==> src/hdl/tml_pkg.sv <==
// Package: register map, field layout and types of the timer 0/1 mode logic
package tml_pkg;

  // ==========================================================
  // Register offsets (word index on the plain register port)
  // ==========================================================
  localparam int          ADDR_W = 4;              // Register address width
  localparam logic [3:0]  A_SCFG = 4'h0;           // system_config
  localparam logic [3:0]  A_TIMER_MODE_SELECT = 4'h1;           // timer_mode_select
  localparam logic [3:0]  A_TCTL = 4'h2;           // timer_control
  localparam logic [3:0]  A_CL0  = 4'h3;           // Timer 0 count_low
  localparam logic [3:0]  A_CH0  = 4'h4;           // Timer 0 count_high
  localparam logic [3:0]  A_CL1  = 4'h5;           // Timer 1 count_low
  localparam logic [3:0]  A_CH1  = 4'h6;           // Timer 1 count_high
  localparam logic [3:0]  A_RL0  = 4'h7;           // Timer 0 reload_low
  localparam logic [3:0]  A_RH0  = 4'h8;           // Timer 0 reload_high
  localparam logic [3:0]  A_RL1  = 4'h9;           // Timer 1 reload_low
  localparam logic [3:0]  A_RH1  = 4'hA;           // Timer 1 reload_high
  localparam logic [3:0]  A_ISTS = 4'hB;           // Interrupt status, write one to clear
  localparam logic [3:0]  A_IMSK = 4'hC;           // Interrupt mask

  // ==========================================================
  // Field positions and masks
  // ==========================================================
  localparam int          SC_PT0  = 2;             // prescale_bit_low
  localparam int          SC_PT1  = 3;             // prescale_bit_high
  localparam logic [7:0]  SC_MASK = 8'h0C;         // Only the prescale bits are kept
  localparam int          TM_ML   = 0;             // mode_bit_low in a timer nibble
  localparam int          TM_CT   = 2;             // Counter select in a timer nibble
  localparam int          TM_GATE = 3;             // Gating bit in a timer nibble
  localparam int          TM_STEP = 4;             // Nibble stride, timer 1 above timer 0
  localparam int          TC_RUN0 = 4;             // run_control of timer 0
  localparam int          TC_OVF0 = 5;             // overflow_flag of timer 0
  localparam int          TC_RUN1 = 6;             // run_control of timer 1
  localparam int          TC_OVF1 = 7;             // overflow_flag of timer 1
  localparam int          TC_STEP = 2;             // Bit stride between timers
  localparam logic [7:0]  TC_MASK = 8'hF0;         // Interrupt-pin bits not held here
  localparam logic [7:0]  RST_VAL = 8'h00;         // Reset value of every register

  // ==========================================================
  // Prescaler (oscillator cycles per tick, minus one)
  // ==========================================================
  localparam logic [5:0]  DIV4_M1  = 6'h03;        // Osc/4
  localparam logic [5:0]  DIV16_M1 = 6'h0F;        // Osc/16
  localparam logic [5:0]  DIV64_M1 = 6'h3F;        // Osc/64
  localparam int          SMP_CYC  = 2;            // Pin sampling period, oscillator cycles

  // ==========================================================
  // Types
  // ==========================================================
  typedef enum logic [1:0] {
    PS_DIV4  = 2'h0,
    PS_DIV16 = 2'h1,
    PS_DIV64 = 2'h2,
    PS_RSVD  = 2'h3
  } tml_pres_t;

  typedef enum logic [1:0] {
    MD_AUTO16 = 2'h0,
    MD_FREE16 = 2'h1,
    MD_AUTO8  = 2'h2,
    MD_DUAL8  = 2'h3
  } tml_mode_t;

  // Register port request
  typedef struct packed {
    logic [ADDR_W-1:0] addr;                       // Register index
    logic [7:0]        wdata;                      // Write data
    logic              wr;                         // Write strobe
    logic              rd;                         // Read strobe
  } tml_bus_t;

  // Whole state of the block
  typedef struct packed {
    logic [7:0]       scfg;                        // system_config
    logic [7:0]       timer_mode_select;                        // timer_mode_select
    logic [7:0]       tctl;                        // timer_control
    logic [1:0][15:0] cnt;                         // count_high:count_low per timer
    logic [1:0][15:0] rld;                         // reload_high:reload_low per timer
    logic [1:0]       ists;                        // Sticky overflow events
    logic [1:0]       imsk;                        // Interrupt mask
    logic [5:0]       pre;                         // Prescaler count
    logic             phase;                       // Pin sample phase
    logic [3:0]       s1;                          // Pin sync stage 1
    logic [3:0]       s2;                          // Pin sync stage 2
    logic [3:0]       s3;                          // Pin sync stage 3
    logic [3:0]       filt;                        // Accepted pin levels
    logic [3:0]       smp;                         // Levels at last sample
    logic [7:0]       rdData;                      // Read data
    logic             irq;                         // Interrupt output
  } tml_state_t;

endpackage

==> src/hdl/tml_mode_logic.sv <==
// Module: timer 0/1 mode logic with prescaler, register port and interrupt
//
// Function
// - Counter-select bit picks tick or pin events
// - Two-bit mode field chooses one of four modes
// - Common tick divides oscillator by 4, 16, 64
// - Mode 0 overflow sets flag, reloads both bytes
// - Four writable 8-bit reload registers
// - Mode 2 low byte counts, reloads, high holds
// - Mode 1 counts 16 bits, no reload
// - Mode 0 period is divisor times reload span
// - Mode 2 period is divisor times low span
// - Timer 0 mode 3 high byte uses timer 1 controls
// - Timer 1 in mode 3 holds its count
// - Pin sampled every 2 cycles, falling edges count
//
// Decided for this implementation: the address map and the plain strobed port.
module tml_mode_logic (
  input  wire  logic              clk_sys,         // Oscillator clock
  input  wire  logic              resetn,          // Asynchronous reset, active low
  input  wire  logic              clkEn,           // Freezes all state while low
  input  wire  tml_pkg::tml_bus_t busReq,          // Register port request
  input  wire  logic [1:0]        extCountPin,     // Event inputs, timer 1:0
  input  wire  logic [1:0]        extIntPin,       // external_int_pin gates, timer 1:0
  output logic [7:0]              rdData,          // Read data, cycle after strobe
  output logic [1:0]              ovfFlag,         // overflow_flag copies, timer 1:0
  output logic                    irq              // Level interrupt
);

  // ==========================================================
  // Reset release
  // ==========================================================
  logic [1:0] rstSync_ff;                          // Release synchroniser
  logic       rstSync;                             // Reset used by the block

  // Assert at once, release after two edges
  always_ff @(posedge clk_sys or negedge resetn)
  begin
    if (!resetn)
      rstSync_ff <= 2'h0;
    else
      rstSync_ff <= {rstSync_ff[0], 1'h1};
  end
  assign rstSync = rstSync_ff[1];

  // ==========================================================
  // Decode
  // ==========================================================
  tml_pkg::tml_state_t st_ff;                      // Registered state
  tml_pkg::tml_state_t nxt_st;                     // Next state
  tml_pkg::tml_pres_t  presCode;                   // Prescale selection
  tml_pkg::tml_mode_t  md [2];                     // Mode per timer
  logic [5:0]          divM1;                      // Tick period minus one
  logic                tick;                       // Common timer_tick
  logic [1:0]          fallEv;                     // Sampled falling edges
  logic [1:0]          inc;                        // Count enable per timer
  logic                hiInc;                      // Timer 0 high byte step in mode 3
  logic [1:0]          ovSet;                      // Overflow events this cycle

  assign presCode = tml_pkg::tml_pres_t'(st_ff.scfg[tml_pkg::SC_PT1:tml_pkg::SC_PT0]);
  assign divM1 = (presCode == tml_pkg::PS_DIV4)  ? tml_pkg::DIV4_M1  :
                 (presCode == tml_pkg::PS_DIV16) ? tml_pkg::DIV16_M1 : tml_pkg::DIV64_M1;
  // Reserved code stops the tick rather than guess a rate
  assign tick = (presCode != tml_pkg::PS_RSVD) && (st_ff.pre >= divM1);
  // Falling edge seen between two samples, 2 cycles apart
  assign fallEv = {2{st_ff.phase}} & st_ff.smp[1:0] & ~st_ff.filt[1:0];

  // Per-timer count enables
  always_comb
  begin
    for (int i = 0; i < 2; i++)
    begin
      md[i]  = tml_pkg::tml_mode_t'(st_ff.timer_mode_select[tml_pkg::TM_STEP*i+tml_pkg::TM_ML +: 2]);
      inc[i] = st_ff.tctl[tml_pkg::TC_RUN0+tml_pkg::TC_STEP*i]
               && (!st_ff.timer_mode_select[tml_pkg::TM_STEP*i+tml_pkg::TM_GATE] || st_ff.filt[2+i])
               && (st_ff.timer_mode_select[tml_pkg::TM_STEP*i+tml_pkg::TM_CT] ? fallEv[i] : tick);
    end
    // Timer 1 mode 3 acts as a cleared run bit
    if (md[1] == tml_pkg::MD_DUAL8)
      inc[1] = 1'h0;
    // High byte is a plain timer on timer 1's run bit
    hiInc = (md[0] == tml_pkg::MD_DUAL8) && st_ff.tctl[tml_pkg::TC_RUN1] && tick;
  end

  // ==========================================================
  // Next state
  // ==========================================================
  always_comb
  begin
    nxt_st = st_ff;
    nxt_st.rdData = 8'h00;
    ovSet = 2'h0;

    // Three-stage pin sync; accept a level when stages 2 and 3 agree
    nxt_st.s1 = {extIntPin, extCountPin};
    nxt_st.s2 = st_ff.s1;
    nxt_st.s3 = st_ff.s2;
    nxt_st.filt = (st_ff.s2 & st_ff.s3) | (st_ff.filt & (st_ff.s2 ^ st_ff.s3));

    // Sample every second oscillator cycle
    nxt_st.phase = ~st_ff.phase;
    if (st_ff.phase)
      nxt_st.smp = st_ff.filt;

    // Prescaler; held at zero when reserved
    if (tick || presCode == tml_pkg::PS_RSVD)
      nxt_st.pre = 6'h00;
    else
      nxt_st.pre = st_ff.pre + 6'h01;

    // Counting, one step per enabled event
    for (int i = 0; i < 2; i++)
    begin
      if (inc[i])
      begin
        unique case (md[i])
          tml_pkg::MD_AUTO16:
          begin
            // Period: divisor times (65536 - reload)
            if (st_ff.cnt[i] == 16'hFFFF)
            begin
              nxt_st.cnt[i] = st_ff.rld[i];
              ovSet[i] = 1'h1;
            end
            else
              nxt_st.cnt[i] = st_ff.cnt[i] + 16'h0001;
          end
          tml_pkg::MD_FREE16:
          begin
            // Plain wrap, no reload
            nxt_st.cnt[i] = st_ff.cnt[i] + 16'h0001;
            ovSet[i] = (st_ff.cnt[i] == 16'hFFFF);
          end
          tml_pkg::MD_AUTO8:
          begin
            // Period: divisor times (256 - low reload); high byte untouched
            if (st_ff.cnt[i][7:0] == 8'hFF)
            begin
              nxt_st.cnt[i][7:0] = st_ff.rld[i][7:0];
              ovSet[i] = 1'h1;
            end
            else
              nxt_st.cnt[i][7:0] = st_ff.cnt[i][7:0] + 8'h01;
          end
          tml_pkg::MD_DUAL8:
          begin
            // Low byte: free 8-bit count on timer 0 controls
            nxt_st.cnt[i][7:0] = st_ff.cnt[i][7:0] + 8'h01;
            ovSet[i] = (st_ff.cnt[i][7:0] == 8'hFF);
          end
        endcase
      end
    end

    // Timer 0 mode 3 high byte owns timer 1's flag
    if (md[0] == tml_pkg::MD_DUAL8)
    begin
      ovSet[1] = hiInc && (st_ff.cnt[0][15:8] == 8'hFF);
      if (hiInc)
        nxt_st.cnt[0][15:8] = st_ff.cnt[0][15:8] + 8'h01;
    end

    // Software writes; a count write overrides the step
    if (busReq.wr)
    begin
      case (busReq.addr)
        tml_pkg::A_SCFG: nxt_st.scfg = busReq.wdata & tml_pkg::SC_MASK;
        tml_pkg::A_TIMER_MODE_SELECT: nxt_st.timer_mode_select = busReq.wdata;
        tml_pkg::A_TCTL: nxt_st.tctl = busReq.wdata & tml_pkg::TC_MASK;
        tml_pkg::A_CL0:  nxt_st.cnt[0][7:0]  = busReq.wdata;
        tml_pkg::A_CH0:  nxt_st.cnt[0][15:8] = busReq.wdata;
        tml_pkg::A_CL1:  nxt_st.cnt[1][7:0]  = busReq.wdata;
        tml_pkg::A_CH1:  nxt_st.cnt[1][15:8] = busReq.wdata;
        tml_pkg::A_RL0:  nxt_st.rld[0][7:0]  = busReq.wdata;
        tml_pkg::A_RH0:  nxt_st.rld[0][15:8] = busReq.wdata;
        tml_pkg::A_RL1:  nxt_st.rld[1][7:0]  = busReq.wdata;
        tml_pkg::A_RH1:  nxt_st.rld[1][15:8] = busReq.wdata;
        tml_pkg::A_ISTS: nxt_st.ists = st_ff.ists & ~busReq.wdata[1:0];
        tml_pkg::A_IMSK: nxt_st.imsk = busReq.wdata[1:0];
        default: ;                                 // Unmapped: ignored
      endcase
    end

    // Hardware set wins over a same-cycle software clear
    nxt_st.tctl[tml_pkg::TC_OVF0] = nxt_st.tctl[tml_pkg::TC_OVF0] | ovSet[0];
    nxt_st.tctl[tml_pkg::TC_OVF1] = nxt_st.tctl[tml_pkg::TC_OVF1] | ovSet[1];
    nxt_st.ists = nxt_st.ists | ovSet;
    nxt_st.irq = |(nxt_st.ists & nxt_st.imsk);

    // Reads answer next cycle; unmapped reads zero
    if (busReq.rd)
    begin
      case (busReq.addr)
        tml_pkg::A_SCFG: nxt_st.rdData = st_ff.scfg;
        tml_pkg::A_TIMER_MODE_SELECT: nxt_st.rdData = st_ff.timer_mode_select;
        tml_pkg::A_TCTL: nxt_st.rdData = st_ff.tctl;
        tml_pkg::A_CL0:  nxt_st.rdData = st_ff.cnt[0][7:0];
        tml_pkg::A_CH0:  nxt_st.rdData = st_ff.cnt[0][15:8];
        tml_pkg::A_CL1:  nxt_st.rdData = st_ff.cnt[1][7:0];
        tml_pkg::A_CH1:  nxt_st.rdData = st_ff.cnt[1][15:8];
        tml_pkg::A_RL0:  nxt_st.rdData = st_ff.rld[0][7:0];
        tml_pkg::A_RH0:  nxt_st.rdData = st_ff.rld[0][15:8];
        tml_pkg::A_RL1:  nxt_st.rdData = st_ff.rld[1][7:0];
        tml_pkg::A_RH1:  nxt_st.rdData = st_ff.rld[1][15:8];
        tml_pkg::A_ISTS: nxt_st.rdData = {6'h00, st_ff.ists};
        tml_pkg::A_IMSK: nxt_st.rdData = {6'h00, st_ff.imsk};
        default:         nxt_st.rdData = 8'h00;
      endcase
    end
  end

  // ==========================================================
  // State register
  // ==========================================================
  // Clock enable freezes everything, pin sync included
  always_ff @(posedge clk_sys or negedge rstSync)
  begin
    if (!rstSync)
      st_ff <= '0;
    else if (clkEn)
      st_ff <= nxt_st;
  end

  assign rdData  = st_ff.rdData;
  assign ovfFlag = {st_ff.tctl[tml_pkg::TC_OVF1], st_ff.tctl[tml_pkg::TC_OVF0]};
  assign irq     = st_ff.irq;
endmodule // tml_mode_logic

==> config.mk <==
export PLATFORM = sky130hd
export DESIGN_NAME = tml_mode_logic
export DESIGN_NICKNAME = d
export VERILOG_FILES = /design/src/hdl/tml_pkg.sv /design/src/hdl/tml_mode_logic.sv
export SDC_FILE = /design/constraint.sdc
export NUM_CORES = 1
export LEC_CHECK = 0
export ABC_AREA = 1
export CAP_MARGIN = 20
export CORE_ASPECT_RATIO = 1.75
export CORE_MARGIN = 8
export CORE_UTILIZATION = 60
export DETAILED_ROUTE_END_ITERATION = 12
export DONT_BUFFER_PORTS = 1
export PLACE_DENSITY = 0.76
export SETUP_SLACK_MARGIN = 0.3
export SYNTH_ARGS = -nofsm -noshare
export SYNTH_HDL_FRONTEND = slang
export SYNTH_SLANG_ARGS = --single-unit
export TNS_END_PERCENT = 1
==> constraint.sdc <==
create_clock -name clk_sys -period 4.7 [get_ports clk_sys]
set_input_delay 0.235 -clock clk_sys [delete_from_list [all_inputs] [get_ports clk_sys]]
set_output_delay 0.235 -clock clk_sys [all_outputs]
set_load 0.03 [all_outputs]
After elaboration in Yosys (flattened, before gate mapping)
Index checks and enable logic that the tools add are counted.
Word-level totals
  latch bits: 0
  logic and storage cells: 136
  register bits: 118
  memories kept: 0
  bits of input ports: 21
  bits in read-only memories: 0
  RAM bits: 0
  output and inout bits: 11
Cells by class
  mux-type cells: 41
  add/sub/neg operators: 6
  order comparisons: 1
  bitwise operators: 14
  shifts and indexed selects: 0
  divide/modulo/power cells: 0
  equal/unequal tests: 26
  $mul: 0
  reduce and logical (&&, ||, !) cells: 26
Operators with widths (count)
  2-to-1 mux 8 bit: 14
  case mux 8 bit (13 select lines): 1
  2-to-1 mux 76 bit: 1
  2-to-1 mux 16 bit: 4
  case mux 8 bit (4 select lines): 2
  adder 16 x 1 -> 16 bit (second input constant): 2
  equality test 16 bit (second input constant): 2
  case mux 8 bit (2 select lines): 2
  adder 8 x 1 -> 8 bit (second input constant): 3
  equality test 8 bit (second input constant): 3
  AND reduction 3 bit: 7
  equality test 4 bit (second input constant): 5
  2-to-1 mux 6 bit: 3
  equality test 4 x 3 -> 1 bit (second input constant): 4
  equality test 2 bit (second input constant): 5
  2-to-1 mux 1 bit: 10
  AND 2 bit: 4
  AND 4 bit: 2
  equality test 4 x 2 -> 1 bit (second input constant): 2
  logical AND 1 bit: 8
  case mux 1 bit (4 select lines): 2
  adder 6 x 1 -> 6 bit (second input constant): 1
  equality test 2 x 1 -> 1 bit (second input constant): 3
  greater-or-equal comparator 6 bit: 1
  other kinds (15): 23

Logic depth before layout (Yosys ltp)
Gate-level depths: netlist of run 1.
  depth in word-level cells: 15
  gate-level depth with buffers: 17
  depth with buffers taken out: 17

Worst setup path after synthesis of run 1
No wires, ideal clock.
  path kind: register to register
  start: reg st_ff (netlist bit presCode[1])
  end: reg st_ff (netlist bit ovfFlag[1])
  data arrival time: 1.795 ns
  data required time: 4.567 ns
  path slack: 2.772 ns
  path buffers: 1
  setup time: 0.133 ns
  cell stages (with the launch flop): 18
  cells stage by stage: dfrtp_1 -> inv_1 -> ha_1 -> nand2_1 -> inv_1 -> nand3_1 -> nand2_1 -> inv_2 -> nand2_1 -> nand2_1 -> nand2_1 -> nand2_2 -> inv_2 -> buf_4 -> nand2_1 -> o21ai_1 -> nand2_1 -> o211ai_1
On the way
  word-level cells in the longest chain between the ends: 11
Ends and longest elaborated chain
  from (decl): RTL line tml_mode_logic.sv:49  | tml_pkg::tml_state_t st_ff;
  from (signal assigned): RTL line tml_mode_logic.sv:221  | st_ff <= nxt_st;
  equality test 2 x 1 -> 1 bit: RTL line tml_mode_logic.sv:62  | (presCode == tml_pkg::PS_DIV16) ? tml_pkg::DIV16_M1 : tml_pkg::DIV64_M1;
  2-to-1 mux 6 bit: RTL line tml_mode_logic.sv:62
  2-to-1 mux 6 bit: RTL line tml_mode_logic.sv:61  | assign divM1 = (presCode == tml_pkg::PS_DIV4) ? tml_pkg::DIV4_M1 :
  greater-or-equal comparator 6 bit: RTL line tml_mode_logic.sv:64  | assign tick = (presCode != tml_pkg::PS_RSVD) && (st_ff.pre >= divM1);
  logical AND 1 bit (*): RTL line tml_mode_logic.sv:64
  2-to-1 mux 1 bit: RTL line tml_mode_logic.sv:76  | && (st_ff.timer_mode_select[tml_pkg::TM_STEP*i+tml_pkg::TM_CT] ? fallEv[i] : tick);
  logical AND 1 bit: RTL line tml_mode_logic.sv:76
  2-to-1 mux 1 bit: RTL line tml_mode_logic.sv:79  | if (md[1] == tml_pkg::MD_DUAL8)
  2-to-1 mux 1 bit: RTL line tml_mode_logic.sv:114  | if (inc[i])
  2-to-1 mux 1 bit (*): RTL line tml_mode_logic.sv:156  | if (md[0] == tml_pkg::MD_DUAL8)
  OR 1 bit (*): RTL line tml_mode_logic.sv:186  | nxt_st.tctl[tml_pkg::TC_OVF1] = nxt_st.tctl[tml_pkg::TC_OVF1] | ovSet[1];
Every way passes the cells marked *; elsewhere a longest branch is shown, timed or not.
A chain may end at the register's enable or synchronous reset.

Worst setup path in the final report of run 1
  start: reg st_ff (netlist bit presCode[1])
  end: reg st_ff[100] in the netlist's numbering
On the way
  word-level cells in the longest chain between the ends: 11
Ends and longest elaborated chain
  equality test 2 x 1 -> 1 bit: RTL line tml_mode_logic.sv:62
  2-to-1 mux 6 bit: RTL line tml_mode_logic.sv:62
  2-to-1 mux 6 bit: RTL line tml_mode_logic.sv:61
  greater-or-equal comparator 6 bit: RTL line tml_mode_logic.sv:64
  logical AND 1 bit (*): RTL line tml_mode_logic.sv:64
  2-to-1 mux 1 bit (*): RTL line tml_mode_logic.sv:76
  logical AND 1 bit (*): RTL line tml_mode_logic.sv:76
  2-to-1 mux 1 bit (*): RTL line tml_mode_logic.sv:79
  2-to-1 mux 16 bit (*): RTL line tml_mode_logic.sv:114
  2-to-1 mux 8 bit: RTL line tml_mode_logic.sv:166  | case (busReq.addr)
  2-to-1 mux 76 bit (*): RTL line tml_mode_logic.sv:164  | if (busReq.wr)
Marks and branches as above.

==> key figures, run 1 <==
Synthesis
  • Syn nets: approximately 1100
  • Ys async rst share: 1.00
  • Seq cells post-synth: 118
  • Synth top area share: 0.395
  • Avg Inst Size Synth: 6.91 sq um
  • Ranking of synthesized cells by area: dfrtp_1 (39%), nand2_1 (19%), o21ai_0 (6.0%), inv_1 (5.3%), a21oi_1 (3.8%)
  • Top-count cell post-synth: nand2_1
  • Syn. warnings: 0
  • Top FF cell, synth: dfrtp_1
  • Post-synth top cells: nand2_1 (384), dfrtp_1 (118), inv_1 (106)
  • Number of synthesized flops with an enable pin: 0
  • Post-synth top area cell: dfrtp_1
  • Synthesized cell area: 0.00748 sq mm
  • Cells after Synth: between 1000 and 1500
  • Synth unique cells: 41
  • Seq/Total Area, Yosys: 0.395

Worst setup path
  • Crit path cell chain: inv_1 > ha_1 > nand2_1 > nor2_1 > nand3_1 > nand2_1 > nand2_1 > nand2_1 > nand2_2 > inv_2 > nand2_1 > nand2_1 > nand2_1 > o21ai_1 > nand2_1
  • Crit path max-delay family: simple AND/OR/NAND/NOR gates
  • CP most frequent cell: nand2_1
  • Worst-path fanout max: 15
  • CP endpoint kind: register
  • RR Startpoint: presCode[1]$_DFFE_PN0P_
  • Critical path class: reg2reg
  • Critical Path Source Type: register
  • Req. time, crit path: 5.01 ns
  • CP max stage cell: dfrtp_1
  • CP arrival: 2.89 ns
  • Slowest stage delay, CP: around 0.39 ns
  • Worst Path Buf+Inv: 2
  • Critical path origin: presCode[1]$_DFFE_PN0P_

Min path
  • Hold_sp: clkEn
  • Min-Delay Path Class: in2reg

GRT
  • Largest net degree at the start of global routing: approximately 80
  • Most Used Layer, Global Route: met2
  • GR Util met3: 0.0624
  • Via count of the first global-routing pass: 7193
  • Global route total overflow: 0
  • Global Route Usage Sum: 0.315
  • Grt met2 use: 0.553
  • Met1 Usage GRT: 0.324
  • First-pass GRT wire length: 38600 um
  • Initial antenna violation count: 0

Clock network
  • # Post-CTS Setup Buffers: 0
  • CTS tree: done
  • CTS Sinks: between 100 and 150
  • CTS clk-pin slew, worst paths: roughly 0.060 ns
  • Root Driver: clkbuf_16
  • Clock insertion delay at the later pin of the skew report: 0.42 ns
  • Post-CTS Resized: 0
  • CTS Buf Count: 17
  • H-tree depth: 4
  • Max clock buf depth: 2
  • Hold_buf cts: 6

Cells and area
  • Multi-input gate area: 0.00387 sq mm
  • Number of diodes: 0
  • Synthesis-to-finish area growth: 9.29%
  • FF/Latch Area: between 0.002 and 0.003 sq mm
  • Fillers: 1131
  • Layout cell share with drive strength beyond 1: 0.0638
  • Fin util: 0.665
  • Layout Nets: between 1000 and 1500

Floorplan
  • Core Area: between 0.01 and 0.015 sq mm
  • Die footprint: 0.0164 sq mm
  • Die Wd: between 100 and 150 um
  • Initial Util: 0.609
  • FP Rows: 54
  • Die H: 164 um
  • I/O Pins: 32

Flow run
  • Max-cap violations: 0

Detailed routing
  • Via count: around 7300
  • First drt pass iteration count: 5
  • Initial DRC count: 550
  • Wire length per cell: 20.0 um
  • Vias/cell: 5.88
  • Final wirelength: 25000 um
  • Antenna-violating nets left: 0
  • Drt drc: 0

Timing
  • Relative slew slack: 0.360
  • Post-layout min period: 2.59 ns
  • RSZ-0062 raised after global routing: false
  • Worst Max-Slew Pin Slew: approximately 0.96 ns
  • Clock Skew: a little under 0.01 ns
  • Hold Vio Cnt, Final: 0
  • Max-slew violations: 0
  • Final setup TNS: 0 ns
  • Setup violations, final: 0
  • Max Fclk: 0.387 GHz
  • Fin crit share: 0.550

Place
  • I/O Buffers: 0
  • DP HPWL: 18200 um
  • GPL Wtd Cong: roughly 1.0

Power
  • PwrDens: 484 mW/mm^2
  • Total power: 3.96 mW
  • VDD IR max: roughly 0.27 mV
  • Leak: approximately 4.1 nW

Status
  • Status: finished clean
==> worst min-delay path, stage by stage <==
cell,delay (ns)
o21ai_0,0.06
inv_1,0.05
a21oi_1,0.05
==> routing by layer <==
metal  part of all wire  wire length (um)  vias up
met5                  0                 0        -
met4              0.071              1770        0
met3              0.061              1530      112
met2               0.51             12900      325
met1               0.35              8830     3426
li1                   -                 -     3482
==> path summary, 6_finish.rpt <==
| path | endpoint | slack, ns | cells after the start |
|---|---|---|---|
| max | st_ff[100]$_DFFE_PN0P_ | 2.11 | 15 |
| min | st_ff[81]$_DFFE_PN0P_ | 0.02 | 3 |
| max reg2reg | st_ff[100]$_DFFE_PN0P_ | 2.11 | 15 |
| min reg2reg | st_ff[103]$_DFFE_PN0P_ | 0.14 | 0 |
| max in group asynchronous | st_ff[49]$_DFFE_PN0P_ | 3.85 | 1 |
| min in group asynchronous | rstSync_ff[1]$_DFF_PN0_ | 0.05 | 1 |
==> report_power, final <==
part           internal [mW]  total (mW)  leakage (nW)  switching (mW)
registers               1.24        1.59          1.50           0.356
clock network          0.797        1.30         0.276           0.507
logic                  0.370        1.06          2.30           0.693
total                   2.40        3.96          4.08            1.56
==> cells in the final DEF (no fill, tap or decap), drive strengths merged, types with 13 or more instances in the layout <==
cell type / count
inv: 120
a221oi: 13
nand3: 57
xor2: 23
clkbuf: 18
nand2: 390
a21oi: 57
o21ai: 117
nor2: 72
dfrtp: 118
nand4: 19
==> flip-flops by register name (all words and copies together), names as in the netlist <==
| name | flops |
|---|---|
| st_ff | 91 |
| rstSync_ff | 2 |
| presCode | 2 |
| nxt_st | 8 |
| ovfFlag | 2 |
| md | 4 |
| rdData | 8 |
| irq | 1 |
==> cells by family after synthesis <==
kind of cell,share of synthesized area
AOI/OAI and AO/OA,0.157
xor gates and xnor gates,0.0328
adders and majority gates,0.0167
buffers and inverters,0.0878
DFF,0.395
muxes,0.00134
other,0.000501
and+or+nand+nor,0.309
==> cell type report <==
class | instances | area share
well taps | 168 | 0.0257
repair buffers | 9 | 0.0138
multi-input cells | 805 | 0.474
inverters | 117 | 0.0537
clock inverters | 14 | 0.0180
clock buffers | 18 | 0.0537
flip-flops and latches | 118 | 0.361
==> per-stage QoR <==
stage | cells | hold slack [ns] | setup slack, ns | instance area [sq um]
2_1_floorplan | 1083 | -0.0606 | 1.17 | 7480
3_3_place_gp | 1210 | -0.0605 | 2.20 | 7500
4_1_cts | 1248 | 0.0116 | 2.13 | 8150
5_1_grt | 1249 | 0.0385 | 1.81 | 8180
6_report | 1249 | 0.0228 | 2.11 | 8180
3_5_place_dp | 1210 | -0.0605 | 2.14 | 7500
No activity file was read; power rests on OpenSTA's default activity.
==> inputs of run 2 (changes only) <==
- clock period: 4.7 -> 2.7 ns (I/O delays scaled with it)
==> key figures, run 2 (synthesis gave the netlist of run 1 again) <==
Floorplan
  • Die footprint: 0.0164 sq mm
  • Die H: 164 um
  • FP Rows: 54
  • Die Wd: 100 um
  • I/O Pins: 32
  • Core Area: approximately 0.012 sq mm
  • Initial Util: 0.609

Detailed routing
  • First drt pass iteration count: 6
  • Antenna-violating nets left: 0
  • Final wirelength: 25200 um
  • Wire length per cell: 19.9 um
  • Initial DRC count: 614
  • Drt drc: 0
  • Vias/cell: 6.01
  • Via count: 7611

Worst setup path
  • Worst r2r dst: st_ff[99]$_DFFE_PN0P_
  • CP arrival: 2.54 ns
  • Critical path origin: presCode[1]$_DFFE_PN0P_
  • CP max stage cell: dfrtp_1
  • Req. time, crit path: about 3.0 ns
  • CP most frequent cell: nand2_1
  • CP Capture Point: st_ff[99]$_DFFE_PN0P_
  • Reg2reg setup slack: around 0.46 ns
  • Critical path class: reg2reg
  • Crit path cell chain: inv_1 > ha_1 > nand2_1 > inv_1 > nand3_1 > nand2_1 > inv_2 > nand2_1 > nand2_1 > nand2_1 > nand2_2 > buf_4 > nor2_4 > nand2_1 > nand3_1 > nand2_1 > o21ai_1
  • Worst-path fanout max: 14
  • Slowest stage delay, CP: 0.40 ns
  • Worst r2r path cells: 17
  • Critical Path Source Type: register
  • RR Startpoint: presCode[1]$_DFFE_PN0P_
  • CP endpoint kind: register

Power
  • VDD IR max: 0.543 mV
  • Leak: 4.18 nW
  • PwrDens: 852 mW/mm^2
  • Total power: 7.15 mW

GRT
  • Via count of the first global-routing pass: 7386
  • First-pass GRT wire length: 39800 um
  • Initial antenna violation count: 0
  • Global route total overflow: 0
  • Global Route Usage Sum: 0.321
  • Largest net degree at the start of global routing: 59

Timing
  • RSZ-0062 raised after global routing: true
  • Max Fclk: 0.447 GHz
  • Max-slew violations: 0
  • Hold Vio Cnt, Final: 0
  • Setup violations, final: 0
  • Clock Skew: roughly 0.01 ns
  • Fin crit share: 0.829
  • Post-layout min period: 2.24 ns
  • Final setup TNS: 0 ns
  • Worst Max-Slew Pin Slew: 0.864 ns
  • Relative slew slack: 0.424

Cells and area
  • Layout cell share with drive strength beyond 1: 0.0774
  • Synthesis-to-finish area growth: 12.2%
  • Max FFs per register: 91
  • Commonest non-fill, non-tap cells in the layout: nand2_1 (382), dfrtp_1 (117), inv_1 (106)
  • Register bank with the most flops: st_ff
  • Layout Nets: 1116
  • Commonest non-fill, non-tap cell in the layout: nand2_1
  • Number of diodes: 0

Clock network
  • Root Driver: clkbuf_16
  • CTS Buf Count: 17
  • H-tree depth: 4
  • CTS tree: done
  • Max clock buf depth: 2
  • CTS Sinks: 118
  • CTS clk-pin slew, worst paths: 0.06 ns
  • Clock insertion delay at the later pin of the skew report: 0.42 ns

Min path
  • Min-Delay Path Class: in2reg
  • Hold Path Cell Cnt: 3

Status
  • Status: finished clean

Place
  • I/O Buffers: 0
  • DP HPWL: around 18000 um
  • GPL Wtd Cong: around 1.1

Flow run
  • Max-cap violations: 0
-- run 2: cell count changes in the layout (fill, tap and decap cells not counted), moves of 2 or more --
cell and delta:
clkinv_4 +5, buf_12 +3, nand2_1 -2, inv_6 -2, inv_8 +2, clkinvlp_4 -2, dlygate4sd3_1 +5, buf_4 +10
clkinv_2 -3
-- run 2: report_power, final --
| part | internal [mW] | switching [mW] | total [mW] |
|---|---|---|---|
| sequential | 2.16 | 0.602 | 2.76 |
| clock | 1.47 | 0.922 | 2.40 |
| combinational | 0.719 | 1.28 | 2.00 |
| total | 4.35 | 2.80 | 7.15 |
-- run 2: worst min path at each step --
stage                     startpoint                       to  slack (ns)
final                          clkEn    st_ff[32]$_DFFE_PN0P_       0.002
after global routing           clkEn    st_ff[32]$_DFFE_PN0P_        0.04
after CTS                      clkEn    st_ff[32]$_DFFE_PN0P_       0.002
after detailed placement      resetn  rstSync_ff[0]$_DFF_PN0_       -0.16
after global placement        resetn  rstSync_ff[0]$_DFF_PN0_       -0.16
after floorplan               resetn  rstSync_ff[0]$_DFF_PN0_       -0.16
-- run 2: cell type report --
cell class	count	area (sq um)
clock buffer	17	425
clock inverter	15	196
fill	1092	3900
inverter	117	442
multi-input combinational	805	3900
sequential	118	2960
tap	168	210
timing repair buffer	26	270
-- run 2: per-layer routing --
layer	up-vias	GRT usage	wire [um]	part of all wire
li1	3522	-	-	-
met2	403	0.554	12800	0.51
met4	0	0.237	2170	0.086
met5	-	0	0	0
met3	147	0.0586	1730	0.068
met1	3539	0.340	8550	0.34
-- run 2: stage by stage --
step	instances	hold slack, ns	area (sq um)	util	setup slack, ns
after floorplan	1083	-0.161	7490	-	0.730
after global placement	1221	-0.161	7600	0.618	0.448
after detailed placement	1221	-0.161	7600	0.618	0.367
after CTS	1264	0.00245	8350	0.679	0.374
after global routing	1266	0.0448	8400	0.683	0.230
final	1266	0.00167	8400	0.683	0.461
-- run 2: critical path: cells and delay by family (launching register included) --
kind	cells	cell delay, ns
and+or+nand+nor	11	0.90
AOI/OAI and AO/OA	1	0.07
adders and majority gates	1	0.30
buffers and inverters	4	0.44
DFF	1	0.40
-- run 2: what timing repair did --
action,4_1_cts,5_1_grt
hold buffers,11,0
endpoints found under the setup margin,1,27
pin swaps,0,1
hold endpoints to repair,47,0
resized for setup,1,6
buffers inserted,0,2
